$ cat config.mk
export PLATFORM = sky130hd
export DESIGN_NAME = tap_debug_port
export DESIGN_NICKNAME = d
export VERILOG_FILES = /design/src/tap_pkg.sv /design/src/tap_debug_port.sv
export SDC_FILE = /design/constraint.sdc
export NUM_CORES = 1
export LEC_CHECK = 0
export BUFFER_PORTS_ARGS = -buffer_cell sky130_fd_sc_hd__buf_2
export CAP_MARGIN = 20
export CORE_MARGIN = 2
export CORE_UTILIZATION = 47
export DETAILED_ROUTE_END_ITERATION = 10
export PLACE_DENSITY_LB_ADDON = 0.08
export SETUP_SLACK_MARGIN = 0.1
export SYNTH_ARGS = -nofsm -noshare
export SYNTH_HDL_FRONTEND = slang
export SYNTH_SLANG_ARGS = --single-unit
$ cat constraint.sdc
create_clock -name core_clk -period 2.4 [get_ports core_clk]
set_input_delay 0.36 -clock core_clk [delete_from_list [all_inputs] [get_ports core_clk]]
set_output_delay 0.36 -clock core_clk [all_outputs]
set_load 0.005 [all_outputs]
$ cat src/tap_pkg.sv
// Purpose: shared constants and types for the test access port and debug block
// Assumes: fuse and lock inputs read 1 when programmed or set
// Notes:   opcodes of the debug chains and register offsets are local choices
package tap_pkg;

	// controller states, coded 0 to 15 in the listed order
	typedef enum logic [3:0] {
		TS_RESET, TS_IDLE, TS_SEL_DR, TS_CAP_DR, TS_SHIFT_DR, TS_EXIT1_DR,
		TS_PAUSE_DR, TS_EXIT2_DR, TS_UPD_DR, TS_SEL_IR, TS_CAP_IR, TS_SHIFT_IR,
		TS_EXIT1_IR, TS_PAUSE_IR, TS_EXIT2_IR, TS_UPD_IR
	} tap_state_t;

	typedef struct packed {
		logic tck;
		logic tms;
		logic tdi;
	} tap_pins_t;

	typedef struct packed {
		logic port_en;
		logic dbg_en;
		logic lock_one;
		logic lock_two;
	} tap_fuse_t;

	localparam int          IR_W       = 4;
	localparam int          ADDR_W     = 16;
	localparam int          NUM_BP     = 4;
	localparam int          CPU_W      = 16;
	localparam int          BSC_W_DEF  = 8;
	localparam int          TMS_RESET_CNT = 5;
	localparam logic [3:0]  IR_CAPTURE = 4'h1;

	localparam logic [3:0]  OP_EXTEST  = 4'h0;
	localparam logic [3:0]  OP_IDCODE  = 4'h1;
	localparam logic [3:0]  OP_SAMPLE  = 4'h2;
	localparam logic [3:0]  OP_DBG_BP  = 4'h8;
	localparam logic [3:0]  OP_DBG_CPU = 4'h9;
	localparam logic [3:0]  OP_BYPASS  = 4'hF;

	// arbitrary neutral identification value, bit 0 fixed at one
	localparam logic [31:0] IDCODE_DEF = 32'h0000_0001;

	// break point configurations
	localparam logic [2:0]  BP_4P      = 3'h0;
	localparam logic [2:0]  BP_3P1D    = 3'h1;
	localparam logic [2:0]  BP_2P2D    = 3'h2;
	localparam logic [2:0]  BP_2P_PRNG = 3'h3;
	localparam logic [2:0]  BP_2P_DRNG = 3'h4;

	typedef struct packed {
		logic [2:0]                    mode;
		logic                          flow_brk;
		logic                          step_brk;
		logic [NUM_BP-1:0][ADDR_W-1:0] addr;
	} tap_bp_cfg_t;

	localparam int BP_W = $bits(tap_bp_cfg_t);

	localparam logic [7:0]  OFF_CTRL   = 8'h00;
	localparam logic [7:0]  OFF_STATUS = 8'h04;
	localparam int          CTRL_DIS_BIT = 0;

endpackage : tap_pkg

$ cat src/tap_debug_port.sv
// Purpose: test access port controller, data registers and break point unit
// Assumes: tck, tms, tdi and fuses are asynchronous, sampled by core_clk
// Notes:   tck must stay well below a quarter of core_clk
//
// Behaviour
// sixteen-state controller steps on each tck rising edge using tms.
// controller starts in test-logic-reset after power-on reset.
// all shift paths move least significant bit in and out first.
// tester walks idle to shift-ir with tms 1,1,0,0, then shifts four bits.
// tester holds tms low for three low bits, high with the top bit.
// instruction shift sends out captured value 0x01 on tdo.
// instruction takes effect only in update-ir; tms 1,1,0 returns to idle.
// current instruction picks the data path and steers its circuitry.
// tester reaches shift-dr with tms 1,0,0, raises tms with last bit.
// shift-dr sends out the values captured in capture-dr.
// latched data outputs change only in update-dr.
// exit and pause states only navigate, touching no register.
// instruction and data use need not pass through idle.
// five tck periods with tms high always reach test-logic-reset.
// no separate test reset input exists.
// port fuse unprogrammed makes pins ordinary and holds controller reset.
// port fuse programmed pulls test inputs high and enables the port.
// id, bypass, boundary for board test; debug chains only when debug enabled.
// debug works only with both fuses programmed and no lock bit set.
// debugger feeds processor instructions via the cpu scan chain.
// break on flow change, single step, two program and two combined points.
// four points configure as 4P, 3P+1D, 2P+2D, or 2P plus masked range.
// port also needs the software disable bit cleared.
// tdo driven only in shift states, updated on tck falling edge.
//
// Local design decisions: the placing of the registers and the plain strobed port.
`timescale 1ns/1ps
module tap_debug_port #(
	parameter int          BSC_W        = tap_pkg::BSC_W_DEF,
	parameter logic [31:0] IDCODE_VALUE = tap_pkg::IDCODE_DEF
) (
	input  wire logic                        core_clk,
	input  wire logic                        reset_n,
	input  wire tap_pkg::tap_pins_t          pins_in,
	input  wire tap_pkg::tap_fuse_t          fuse_in,
	output logic                             tdo,
	output logic                             tdo_oe,
	output logic                             pins_are_port,
	output logic                             tap_pullup_en,
	input  wire logic [BSC_W-1:0]            bsc_pin_in,
	output logic      [BSC_W-1:0]            bsc_pin_out,
	output logic                             bsc_drive,
	input  wire logic [7:0]                  cpu_result,
	output logic      [tap_pkg::CPU_W-1:0]   cpu_instr,
	output logic                             cpu_instr_valid,
	input  wire logic [tap_pkg::ADDR_W-1:0]  pc_addr,
	input  wire logic                        pc_valid,
	input  wire logic [tap_pkg::ADDR_W-1:0]  data_addr,
	input  wire logic                        data_valid,
	input  wire logic                        flow_change,
	input  wire logic                        step_done,
	output logic                             break_req,
	output logic                             debug_active,
	input  wire logic [7:0]                  reg_addr,
	input  wire logic [31:0]                 reg_wdata,
	input  wire logic                        reg_wr,
	input  wire logic                        reg_rd,
	output logic      [31:0]                 reg_rdata
);

	tap_pkg::tap_pins_t    pins_s1_q, pins_s2_q;
	tap_pkg::tap_fuse_t    fuse_s1_q, fuse_s2_q;
	logic                  tck_prev_q;
	logic                  tck_rise, tck_fall;
	logic                  tap_disable_bit_q;
	logic                  tap_en, debug_ok;
	tap_pkg::tap_state_t   state_q, state_d;
	logic [3:0]            ir_sr_q, ir_q;
	logic                  byp_q;
	logic [31:0]           id_sr_q;
	logic [BSC_W-1:0]      bsc_sr_q;
	logic [tap_pkg::BP_W-1:0]  bp_sr_q;
	tap_pkg::tap_bp_cfg_t  bp_cfg_q;
	logic [tap_pkg::CPU_W-1:0] cpu_sr_q;
	logic                  sel_bp, sel_cpu;
	logic                  dr_bit;
	logic [tap_pkg::NUM_BP-1:0] bp_hit;

	// input synchronisers, first stage read only by second
	always_ff @(posedge core_clk) begin
		if (!reset_n) begin
			pins_s1_q  <= 3'h3;  // tck idles low, tms and tdi high
			pins_s2_q  <= 3'h3;
			fuse_s1_q  <= '0;
			fuse_s2_q  <= '0;
			tck_prev_q <= 1'b0;
		end else begin
			pins_s1_q  <= pins_in;
			pins_s2_q  <= pins_s1_q;
			fuse_s1_q  <= fuse_in;
			fuse_s2_q  <= fuse_s1_q;
			tck_prev_q <= pins_s2_q.tck;
		end
	end

	assign tck_rise = pins_s2_q.tck & ~tck_prev_q;
	assign tck_fall = ~pins_s2_q.tck & tck_prev_q;

	assign tap_en   = fuse_s2_q.port_en & ~tap_disable_bit_q;
	assign debug_ok = fuse_s2_q.port_en & fuse_s2_q.dbg_en
		& ~fuse_s2_q.lock_one & ~fuse_s2_q.lock_two;
	assign sel_bp   = debug_ok & (ir_q == tap_pkg::OP_DBG_BP);
	assign sel_cpu  = debug_ok & (ir_q == tap_pkg::OP_DBG_CPU);

	// controller transitions
	always_comb begin
		state_d = state_q;
		unique case (state_q)
			tap_pkg::TS_RESET:    state_d = pins_s2_q.tms ? tap_pkg::TS_RESET  : tap_pkg::TS_IDLE;
			tap_pkg::TS_IDLE:     state_d = pins_s2_q.tms ? tap_pkg::TS_SEL_DR : tap_pkg::TS_IDLE;
			tap_pkg::TS_SEL_DR:   state_d = pins_s2_q.tms ? tap_pkg::TS_SEL_IR : tap_pkg::TS_CAP_DR;
			tap_pkg::TS_CAP_DR:   state_d = pins_s2_q.tms ? tap_pkg::TS_EXIT1_DR : tap_pkg::TS_SHIFT_DR;
			tap_pkg::TS_SHIFT_DR: state_d = pins_s2_q.tms ? tap_pkg::TS_EXIT1_DR : tap_pkg::TS_SHIFT_DR;
			tap_pkg::TS_EXIT1_DR: state_d = pins_s2_q.tms ? tap_pkg::TS_UPD_DR : tap_pkg::TS_PAUSE_DR;
			tap_pkg::TS_PAUSE_DR: state_d = pins_s2_q.tms ? tap_pkg::TS_EXIT2_DR : tap_pkg::TS_PAUSE_DR;
			tap_pkg::TS_EXIT2_DR: state_d = pins_s2_q.tms ? tap_pkg::TS_UPD_DR : tap_pkg::TS_SHIFT_DR;
			tap_pkg::TS_UPD_DR:   state_d = pins_s2_q.tms ? tap_pkg::TS_SEL_DR : tap_pkg::TS_IDLE;
			tap_pkg::TS_SEL_IR:   state_d = pins_s2_q.tms ? tap_pkg::TS_RESET  : tap_pkg::TS_CAP_IR;
			tap_pkg::TS_CAP_IR:   state_d = pins_s2_q.tms ? tap_pkg::TS_EXIT1_IR : tap_pkg::TS_SHIFT_IR;
			tap_pkg::TS_SHIFT_IR: state_d = pins_s2_q.tms ? tap_pkg::TS_EXIT1_IR : tap_pkg::TS_SHIFT_IR;
			tap_pkg::TS_EXIT1_IR: state_d = pins_s2_q.tms ? tap_pkg::TS_UPD_IR : tap_pkg::TS_PAUSE_IR;
			tap_pkg::TS_PAUSE_IR: state_d = pins_s2_q.tms ? tap_pkg::TS_EXIT2_IR : tap_pkg::TS_PAUSE_IR;
			tap_pkg::TS_EXIT2_IR: state_d = pins_s2_q.tms ? tap_pkg::TS_UPD_IR : tap_pkg::TS_SHIFT_IR;
			tap_pkg::TS_UPD_IR:   state_d = pins_s2_q.tms ? tap_pkg::TS_SEL_DR : tap_pkg::TS_IDLE;
		endcase
	end

	// no test reset pin: only reset_n, tms or the enables reset it
	always_ff @(posedge core_clk) begin
		if (!reset_n || !tap_en) begin
			state_q <= tap_pkg::TS_RESET;
		end else if (tck_rise) begin
			state_q <= state_d;
		end
	end

	// instruction path
	always_ff @(posedge core_clk) begin
		if (!reset_n || state_q == tap_pkg::TS_RESET) begin
			ir_sr_q <= tap_pkg::IR_CAPTURE;
			ir_q    <= tap_pkg::OP_IDCODE;
		end else if (tck_rise) begin
			unique case (state_q)
				tap_pkg::TS_CAP_IR:   ir_sr_q <= tap_pkg::IR_CAPTURE;
				tap_pkg::TS_SHIFT_IR: ir_sr_q <= {pins_s2_q.tdi, ir_sr_q[3:1]};
				tap_pkg::TS_UPD_IR:   ir_q    <= ir_sr_q;
				default:              ir_sr_q <= ir_sr_q;
			endcase
		end
	end

	// data path capture into every chain, shift selected by instruction
	always_ff @(posedge core_clk) begin
		if (!reset_n) begin
			byp_q    <= 1'b0;
			id_sr_q  <= '0;
			bsc_sr_q <= '0;
			bp_sr_q  <= '0;
			cpu_sr_q <= '0;
		end else if (tck_rise && state_q == tap_pkg::TS_CAP_DR) begin
			byp_q    <= 1'b0;
			id_sr_q  <= IDCODE_VALUE;
			bsc_sr_q <= bsc_pin_in;
			bp_sr_q  <= bp_cfg_q;
			cpu_sr_q <= {8'h00, cpu_result};
		end else if (tck_rise && state_q == tap_pkg::TS_SHIFT_DR) begin
			if (sel_bp) begin
				bp_sr_q <= {pins_s2_q.tdi, bp_sr_q[tap_pkg::BP_W-1:1]};
			end else if (sel_cpu) begin
				cpu_sr_q <= {pins_s2_q.tdi, cpu_sr_q[tap_pkg::CPU_W-1:1]};
			end else begin
				unique case (ir_q)
					tap_pkg::OP_IDCODE: id_sr_q <= {pins_s2_q.tdi, id_sr_q[31:1]};
					tap_pkg::OP_EXTEST,
					tap_pkg::OP_SAMPLE: bsc_sr_q <= {pins_s2_q.tdi, bsc_sr_q[BSC_W-1:1]};
					default:            byp_q <= pins_s2_q.tdi;
				endcase
			end
		end
	end

	always_comb begin
		dr_bit = byp_q;
		if (sel_bp) begin
			dr_bit = bp_sr_q[0];
		end else if (sel_cpu) begin
			dr_bit = cpu_sr_q[0];
		end else if (ir_q == tap_pkg::OP_IDCODE) begin
			dr_bit = id_sr_q[0];
		end else if (ir_q == tap_pkg::OP_EXTEST || ir_q == tap_pkg::OP_SAMPLE) begin
			dr_bit = bsc_sr_q[0];
		end
	end

	// latched data outputs
	always_ff @(posedge core_clk) begin
		if (!reset_n) begin
			bsc_pin_out     <= '0;
			bp_cfg_q        <= '0;
			cpu_instr       <= '0;
			cpu_instr_valid <= 1'b0;
		end else begin
			cpu_instr_valid <= 1'b0;
			if (tck_rise && state_q == tap_pkg::TS_UPD_DR) begin
				if (ir_q == tap_pkg::OP_EXTEST || ir_q == tap_pkg::OP_SAMPLE) begin
					bsc_pin_out <= bsc_sr_q;
				end
				if (sel_bp) begin
					bp_cfg_q <= bp_sr_q;
				end
				if (sel_cpu) begin
					cpu_instr       <= cpu_sr_q;
					cpu_instr_valid <= 1'b1;
				end
			end
		end
	end

	// tdo on falling edge, enabled in shift states only
	always_ff @(posedge core_clk) begin
		if (!reset_n) begin
			tdo    <= 1'b0;
			tdo_oe <= 1'b0;
		end else if (!tap_en) begin
			tdo_oe <= 1'b0;
		end else if (tck_fall) begin
			tdo    <= (state_q == tap_pkg::TS_SHIFT_IR) ? ir_sr_q[0] : dr_bit;
			tdo_oe <= state_q == tap_pkg::TS_SHIFT_IR || state_q == tap_pkg::TS_SHIFT_DR;
		end
	end

	// pin mode, pull-ups, boundary drive
	always_ff @(posedge core_clk) begin
		if (!reset_n) begin
			pins_are_port <= 1'b1;
			tap_pullup_en <= 1'b0;
			bsc_drive     <= 1'b0;
			debug_active  <= 1'b0;
		end else begin
			pins_are_port <= ~fuse_s2_q.port_en;
			tap_pullup_en <= fuse_s2_q.port_en;
			bsc_drive     <= tap_en && ir_q == tap_pkg::OP_EXTEST;
			debug_active  <= debug_ok & tap_en;
		end
	end

	// break point match; mask of a range sits in the fourth address slot
	function automatic logic bp_match(input tap_pkg::tap_bp_cfg_t cfg, input int idx,
		input logic [tap_pkg::ADDR_W-1:0] pa, input logic pv,
		input logic [tap_pkg::ADDR_W-1:0] da, input logic dv);
		logic                      is_data;
		logic                      is_rng;
		logic [tap_pkg::ADDR_W-1:0] mask;
		is_data = (cfg.mode == tap_pkg::BP_3P1D && idx == 3)
			|| (cfg.mode == tap_pkg::BP_2P2D && idx >= 2)
			|| (cfg.mode == tap_pkg::BP_2P_DRNG && idx == 2);
		is_rng  = (cfg.mode == tap_pkg::BP_2P_PRNG || cfg.mode == tap_pkg::BP_2P_DRNG) && idx == 2;
		mask    = is_rng ? cfg.addr[3] : '0;
		if ((cfg.mode == tap_pkg::BP_2P_PRNG || cfg.mode == tap_pkg::BP_2P_DRNG) && idx == 3) begin
			bp_match = 1'b0;
		end else if (is_data) begin
			bp_match = dv && ((da & ~mask) == (cfg.addr[idx] & ~mask));
		end else begin
			bp_match = pv && ((pa & ~mask) == (cfg.addr[idx] & ~mask));
		end
	endfunction : bp_match

	for (genvar g = 0; g < tap_pkg::NUM_BP; g++) begin : g_bp
		assign bp_hit[g] = bp_match(bp_cfg_q, g, pc_addr, pc_valid, data_addr, data_valid);
	end

	always_ff @(posedge core_clk) begin
		if (!reset_n) begin
			break_req <= 1'b0;
		end else begin
			break_req <= debug_ok && (|bp_hit || (bp_cfg_q.flow_brk && flow_change)
				|| (bp_cfg_q.step_brk && step_done));
		end
	end

	// register port
	always_ff @(posedge core_clk) begin
		if (!reset_n) begin
			tap_disable_bit_q <= 1'b0;
		end else if (reg_wr && reg_addr == tap_pkg::OFF_CTRL) begin
			tap_disable_bit_q <= reg_wdata[tap_pkg::CTRL_DIS_BIT];
		end
	end

	always_ff @(posedge core_clk) begin
		if (!reset_n || !reg_rd) begin
			reg_rdata <= '0;
		end else begin
			unique case (reg_addr)
				tap_pkg::OFF_CTRL:   reg_rdata <= {31'h0, tap_disable_bit_q};
				tap_pkg::OFF_STATUS: reg_rdata <= {22'h0, tap_en, debug_ok, ir_q, 4'(state_q)};
				default:             reg_rdata <= '0;
			endcase
		end
	end

	// checks
	logic [2:0] tms_high_cnt_q;
	always_ff @(posedge core_clk) begin
		if (!reset_n) begin
			tms_high_cnt_q <= '0;
		end else if (tck_rise) begin
			tms_high_cnt_q <= !pins_s2_q.tms ? 3'h0 : (tms_high_cnt_q == 3'h7) ? 3'h7
				: tms_high_cnt_q + 3'h1;
		end
	end
endmodule : tap_debug_port

==> flow_metrics.tcl, run 1 <==
set metrics [dict create \
    rsz0062_at_grt "no" \
    cts-buffers-inserted 29 \
    grt_pass1_wl_um 46200 \
    drive_gt1_share_pct 14.3 \
    ys_ff_latch 265 \
    r2r_start "bp_cfg_q[66]" \
    path_class "flip-flop to flip-flop" \
    crit_fanout 30 \
    synth_edf_count 0 \
    hold_viol_final 0 \
    yosysWarnings 0 \
    wl_um 28300 \
    start_util_pct 48.2 \
    power.density_nw_per_um2 684 \
    boundaryPins 167 \
    crit_path_start_kind "flip-flop" \
    gr-usage-all-layers_pct 21.4 \
    yosysMostFrequentCell "dfxtp_1" \
    grt_pass1_vias 8703 \
    cpLargestDelayFamily "compound AO/OA/AOI/OAI gates" \
    nNetsFinal 1518 \
    synth_xor_area_share_pct 7.29 \
    multi_input_area_um2 5810 \
    cap_violations 0 \
    hold_path.class "input pin to flip-flop" \
    period_share_pct 89.2 \
    ys_types 58 \
    hold_start "fuse_in[3]" \
    synthSimpleGateAreaFrac_pct 17.3 \
    vdd.ir_drop.worst_mv 0.514 \
    synth_common_cells "dfxtp_1 (265), nand2_1 (217), a21oi_1 (143)" \
    dieArea_um2 26300 \
    chipHeight_um 162 \
    diodes 0 \
    max_freq_ghz 0.467 \
    port_buffers 113 \
    yosysTopAreaCellShare_pct 45.0 \
    cts_num_sinks 265 \
    cts_tree "done" \
    required_ns 2.85 \
    yosys.area_share.adder_pct 0 \
    wl_per_cell_um 16.1 \
    synth_compound_area_share_pct 13.5 \
    fin_crit_ns 2.14 \
    slowest_delay_ns 0.48 \
    antenna_found_initial 0 \
    cp.buffers_inverters 1 \
    rows 57 \
    drt_pass1_iterations 4 \
    place_hpwl_um 18900 \
    htree_levels 1 \
    worstPathCellList "nand2_1, o22ai_2, buf_12, a21oi_1, nor4_1, nand4_1, a311o_1, o211ai_1" \
    drt_iter0_drc 705 \
    ys_top_cells_by_area "dfxtp_1 (45%), mux2i_1 (10%), nand2_1 (6.9%)" \
    core-area_um2 24500 \
    ys_async_sr_fraction_pct 0 \
    avgSynthCellArea_um2 8.64 \
    arrival_ns 2.59 \
    synth_top_flop_cell "dfxtp_1" \
    clock-root-buffer "clkbuf_16" \
    drv_slew 0 \
    clk_latency_ns 0.55 \
    hold_slack_ns 0.0231 \
    relSlewSlack_pct 60.9 \
    final_antenna_net_count 0 \
    startpoint "bp_cfg_q[66]" \
    register_area_um2 5310 \
    grt_max_degree 139 \
    ctsLongestPathBuffers 3 \
    path_clk_slew_ns 0.06 \
    fill_cells 2302 \
    finClkSkew_ns 0.0197 \
    setup_viol 0 \
    via_per_inst 5.27 \
    synthMuxAreaShare_pct 10.5 \
    area_growth_pct 15.0 \
    critPathCaptureType "flip-flop" \
    synth_top_cell_by_area "dfxtp_1" \
    vias 9276 \
    syn_area_um2 11800 \
    worst_pin_slew_ns 0.587 \
    die_w_um 162 \
    gp_congestion 0.847 \
    fin_setup_tns_ns 0 \
    p_leak_nw 5.01 \
    cpMaxStageDelayCell "dfxtp_1" \
    outcome "complete, no violations" \
    drc 0 \
    syn_inst 1364 \
    seq_area_frac_synth_pct 45.0 \
    grt_overflow_total 0 \
    synth_top_family_by_area "simple AND/OR/NAND/NOR gates" \
]
## cell families after synthesis
logic type | after synthesis
AO/OA/AOI/OAI | 259
multiplexers | 123
buffers and inverters | 154
other | 1
XOR/XNOR | 98
AND/OR/NAND/NOR | 464
flip-flops | 265
## layer usage
layer  part of all wire [%]  track usage (%)  vias to the layer above
met3                    4.7             2.63                       43
li1                       -                -                     4709
met1                     49             31.3                     4310
met5                      0                0                        -
met2                     44             33.3                      214
met4                    2.2             5.67                        0
## repair_timing
item	4_1_cts	5_1_grt
hold buffers	3	0
resized for setup	0	0
hold endpoints to repair	3	0
setup buffers	0	0
## layout by cell type, fill, tap and decap left out, types with 5 or more instances in the layout
| cell type | n |
|---|---|
| dfxtp_1 | 265 |
| nand2_1 | 217 |
| a21oi_1 | 143 |
| nor2_1 | 140 |
| mux2i_1 | 122 |
| buf_2 | 113 |
| a211oi_1 | 90 |
| xnor2_1 | 87 |
| clkbuf_16 | 29 |
| conb_1 | 22 |
| and2_1 | 17 |
| nand4_1 | 15 |
| buf_12 | 15 |
| buf_4 | 14 |
| nor4_1 | 13 |
| nand3_1 | 13 |
| xor2_1 | 11 |
| clkbuf_8 | 10 |
| nor3_1 | 9 |
| nand2b_1 | 8 |
| nor2b_1 | 6 |
| inv_1 | 6 |
| clkbuf_1 | 5 |
## state kept, by name, indices dropped and copies added (netlist names), 3 cells and up
register and count:
state_q 4, bp_cfg_q 69, id_sr_q 32, cpu_instr 16, fuse_s1_q 4, ir_sr_q 4
bsc_pin_out 8, ir_q 4, pins_s2_q 3, bp_sr_q 69, reg_rdata 10, bsc_sr_q 8
cpu_sr_q 16, pins_s1_q 3, fuse_s2_q 4
## power breakdown
part / leakage, nW / switching [mW] / internal, mW
Sequential: 2.14 / 0.00786 / 4.41
Combinational: 2.38 / 0.195 / 0.134
Clock: 0.490 / 1.77 / 2.74
## worst reg2reg max path: stages, from the launching register on
cell and delay (ns):
dfxtp_1 0.48, nand2_1 0.13, o22ai_2 0.19, buf_12 0.20, a21oi_1 0.09, nor4_1 0.34, nand4_1 0.15, a311o_1 0.37
o211ai_1 0.10
## final cells by class
type	instances	area share, %
multi-input combinational	966	42.9
sequential	265	39.2
timing repair buffer	145	7.39
clock buffer	44	6.51
tap	324	2.99
clock inverter	9	0.794
inverter	8	0.259
## per-stage QoR
step,std cells,util (%),cell area [um^2],power (mW),setup WS (ns)
floorplan,1385,-,11900,4.73,0.522
global placement,1705,51.2,12500,4.84,0.296
detailed placement,1705,51.2,12500,4.84,0.290
CTS,1761,55.4,13500,9.35,0.268
global route,1761,55.4,13500,9.58,0.121
finish,1761,55.4,13500,9.27,0.260
## final timing paths
kind | end | slack, ns | depth (start not counted)
worst min-delay path | fuse_s1_q[3] | 0.02 | 2
worst max-delay path | break_req | 0.26 | 8
worst min register to register | pins_s2_q[1] | 0.41 | 1
worst max register to register | break_req | 0.26 | 8
No activity file was read; power rests on OpenSTA's default activity.
==> run 2, diff against run 1 <==
Settings changed: ABC_AREA set to 1.
==> run 2 against run 1 <==
  * Power is 4.3% higher
  * Critical endpoint is now bp_cfg_q[61]
  * Critical path depth stayed put
  * Clock power is 7.5% higher
  * Critical path type unchanged
  * Largest power group unchanged
==> flow_metrics.tcl, run 2 <==
set metrics [dict create \
    syn_area_um2 12300 \
    final_antenna_net_count 0 \
    cts-buffers-inserted 29 \
    drive_gt1_share_pct 16.5 \
    seqPwrFrac_pct 45.7 \
    seq_area_frac_synth_pct 43.3 \
    nNetsFinal 1833 \
    setup_viol 0 \
    max_freq_ghz 0.501 \
    yosysWarnings 0 \
    clk_latency_ns 0.56 \
    ys_types 46 \
    antenna_found_initial 0 \
    register_area_um2 5310 \
    synth_top_cell_by_area "dfxtp_1" \
    start_util_pct 47.4 \
    syn_inst 1640 \
    clkPwrFrac_pct 50.3 \
    ys_ff_latch 265 \
    yosysMostFrequentCell "nor2_1" \
    clock-root-buffer "clkbuf_16" \
    cts_num_sinks 265 \
    synth_edf_count 0 \
    switching_share_pct 22.2 \
    rows 59 \
    required_ns 2.85 \
    gr-usage-all-layers_pct 24.3 \
    drv_slew 0 \
    period_share_pct 83.2 \
    ctsLongestPathBuffers 3 \
    core-area_um2 25800 \
    cpLargestDelayFamily "simple AND/OR/NAND/NOR gates" \
    internal_power_mw 7.53 \
    relSlewSlack_pct 65.6 \
    drt_iter0_drc 845 \
    path_clk_slew_ns 0.06 \
    outcome "complete, no violations" \
    die_w_um 165 \
    vdd.ir_drop.worst_mv 0.621 \
    power.density_nw_per_um2 682 \
    crit_top_cell "nor2_1" \
    grt_pass1_vias 9892 \
    multi_input_area_um2 5780 \
    cpMaxStageDelayCell "dfxtp_1" \
    dieArea_um2 27400 \
    grt_overflow_total 0 \
    wl_um 33600 \
    yosysTopAreaCellShare_pct 43.3 \
    crit_path_start_kind "flip-flop" \
    avgSynthCellArea_um2 7.47 \
    synth_top_flop_cell "dfxtp_1" \
    vias 10949 \
    hold_viol_final 0 \
    comb_power_share_pct 4.0 \
    path_class "flip-flop to flip-flop" \
    chipHeight_um 165 \
    finClkSkew_ns 0.0106 \
    cts_tree "done" \
    rsz0062_at_grt "no" \
    via_per_inst 5.24 \
    cp.buffers_inverters 2 \
    power_switching_mw 2.14 \
    post_cts_buffers 0 \
    place_hpwl_um 23400 \
    final_common_cell "nor2_1" \
    arrival_ns 2.44 \
    drt_pass1_iterations 5 \
    post-route-util_pct 54.9 \
    grt_max_degree 70 \
    grt_pass1_wl_um 52800 \
    mostFrequentLayoutCells "nor2_1 (283), dfxtp_1 (264), nand2_1 (176), inv_1 (148), o21ai_0 (141)" \
    reg_top3 "bp_cfg_q x69, bp_sr_q x69, id_sr_q x32" \
    worst_pin_slew_ns 0.515 \
    drc 0 \
    area_growth_pct 15.7 \
    ys_async_sr_fraction_pct 0 \
    fin_crit_ns 2.00 \
    boundaryPins 167 \
    gp_congestion 0.924 \
    synth_common_cells "nor2_1 (283), dfxtp_1 (265), nand2_1 (177)" \
    p_leak_nw 5.71 \
    hold_path.class "input pin to flip-flop" \
    port_buffers 113 \
    fill_cells 2537 \
    critPathCaptureType "flip-flop" \
    crit_fanout 26 \
    cap_violations 0 \
    htree_levels 1 \
    diodes 0 \
    ys_top_cells_by_area "dfxtp_1 (43%), nor2_1 (8.7%), o21ai_0 (5.8%)" \
    fin_setup_tns_ns 0 \
    slowest_delay_ns 0.47 \
    wl_per_cell_um 16.1 \
    worstPathCellList "nand2_2, nor2_1, inv_2, nor2_1, nand2_4, buf_4, o21ai_0, a21oi_1" \
]
[run 2: timing repair]
| action | 4_1_cts | 5_1_grt |
|---|---|---|
| hold endpoints to repair | 7 | 0 |
| gates resized for setup | 0 | 3 |
| hold buffers | 7 | 0 |
| setup endpoints to repair | 0 | 37 |
[run 2: cells by family after synthesis]
group	synth area share (%)
AND/OR/NAND/NOR	25.4
AO/OA/AOI/OAI	19.0
buffers and inverters	10.3
flip-flops	43.3
XOR/XNOR	2.00
other	0.0306
[run 2: power groups by stage]
stage          logic, mW  clock network (mW)  registers [mW]
4_1_cts            0.384                4.97            4.42
6_report           0.389                4.86            4.42
5_1_grt            0.428                5.16            4.41
3_5_place_dp       0.373                   0            4.51
2_1_floorplan      0.225                   0            4.51
3_3_place_gp       0.374                   0            4.51
[run 2: path summary, 6_finish.rpt]
kind	startpoint	end	slack, ns	depth (start not counted)
max reg2reg	state_q[3]	bp_cfg_q[61]	0.40	8
max	state_q[3]	bp_cfg_q[61]	0.40	8
min	bsc_pin_in[7]	bsc_sr_q[7]	0.06	3
min reg2reg	pins_s1_q[0]	pins_s2_q[0]	0.41	1
[run 2: worst min-delay path, cell delays in order]
cell and delay [ns]:
buf_2 0.09, nand2_1 0.05, a31oi_1 0.07
[run 2: area by class of cell]
type	instances	area share, %
Multi-Input combinational cell	1121	40.8
Sequential cell	265	37.4
Timing Repair Buffer	145	6.89
Clock buffer	38	5.85
Inverter	168	4.49
Tap cell	335	2.96
Clock inverter	16	1.61
[run 2: layer usage]
layer,GRT usage (%),share of wire [%],vias to the layer above
met1,36.0,49,5008
met5,0,0,-
met3,3.52,5.8,54
met4,6.23,2.4,0
li1,-,-,5597
met2,37.1,42,290
[run 2: stage by stage]
step / std cells / instance area, um^2 / power (mW) / hold slack, ns / worst slack, ns
2_1_floorplan: 1661 / 12300 / 4.74 / 0.390 / 0.793
3_3_place_gp: 2027 / 13000 / 4.89 / 0.392 / 0.298
3_5_place_dp: 2027 / 13000 / 4.89 / 0.401 / 0.288
4_1_cts: 2088 / 14200 / 9.77 / 0.0381 / 0.277
5_1_grt: 2088 / 14200 / 10.0 / 0.0427 / 0.169
6_report: 2088 / 14200 / 9.67 / 0.0644 / 0.402
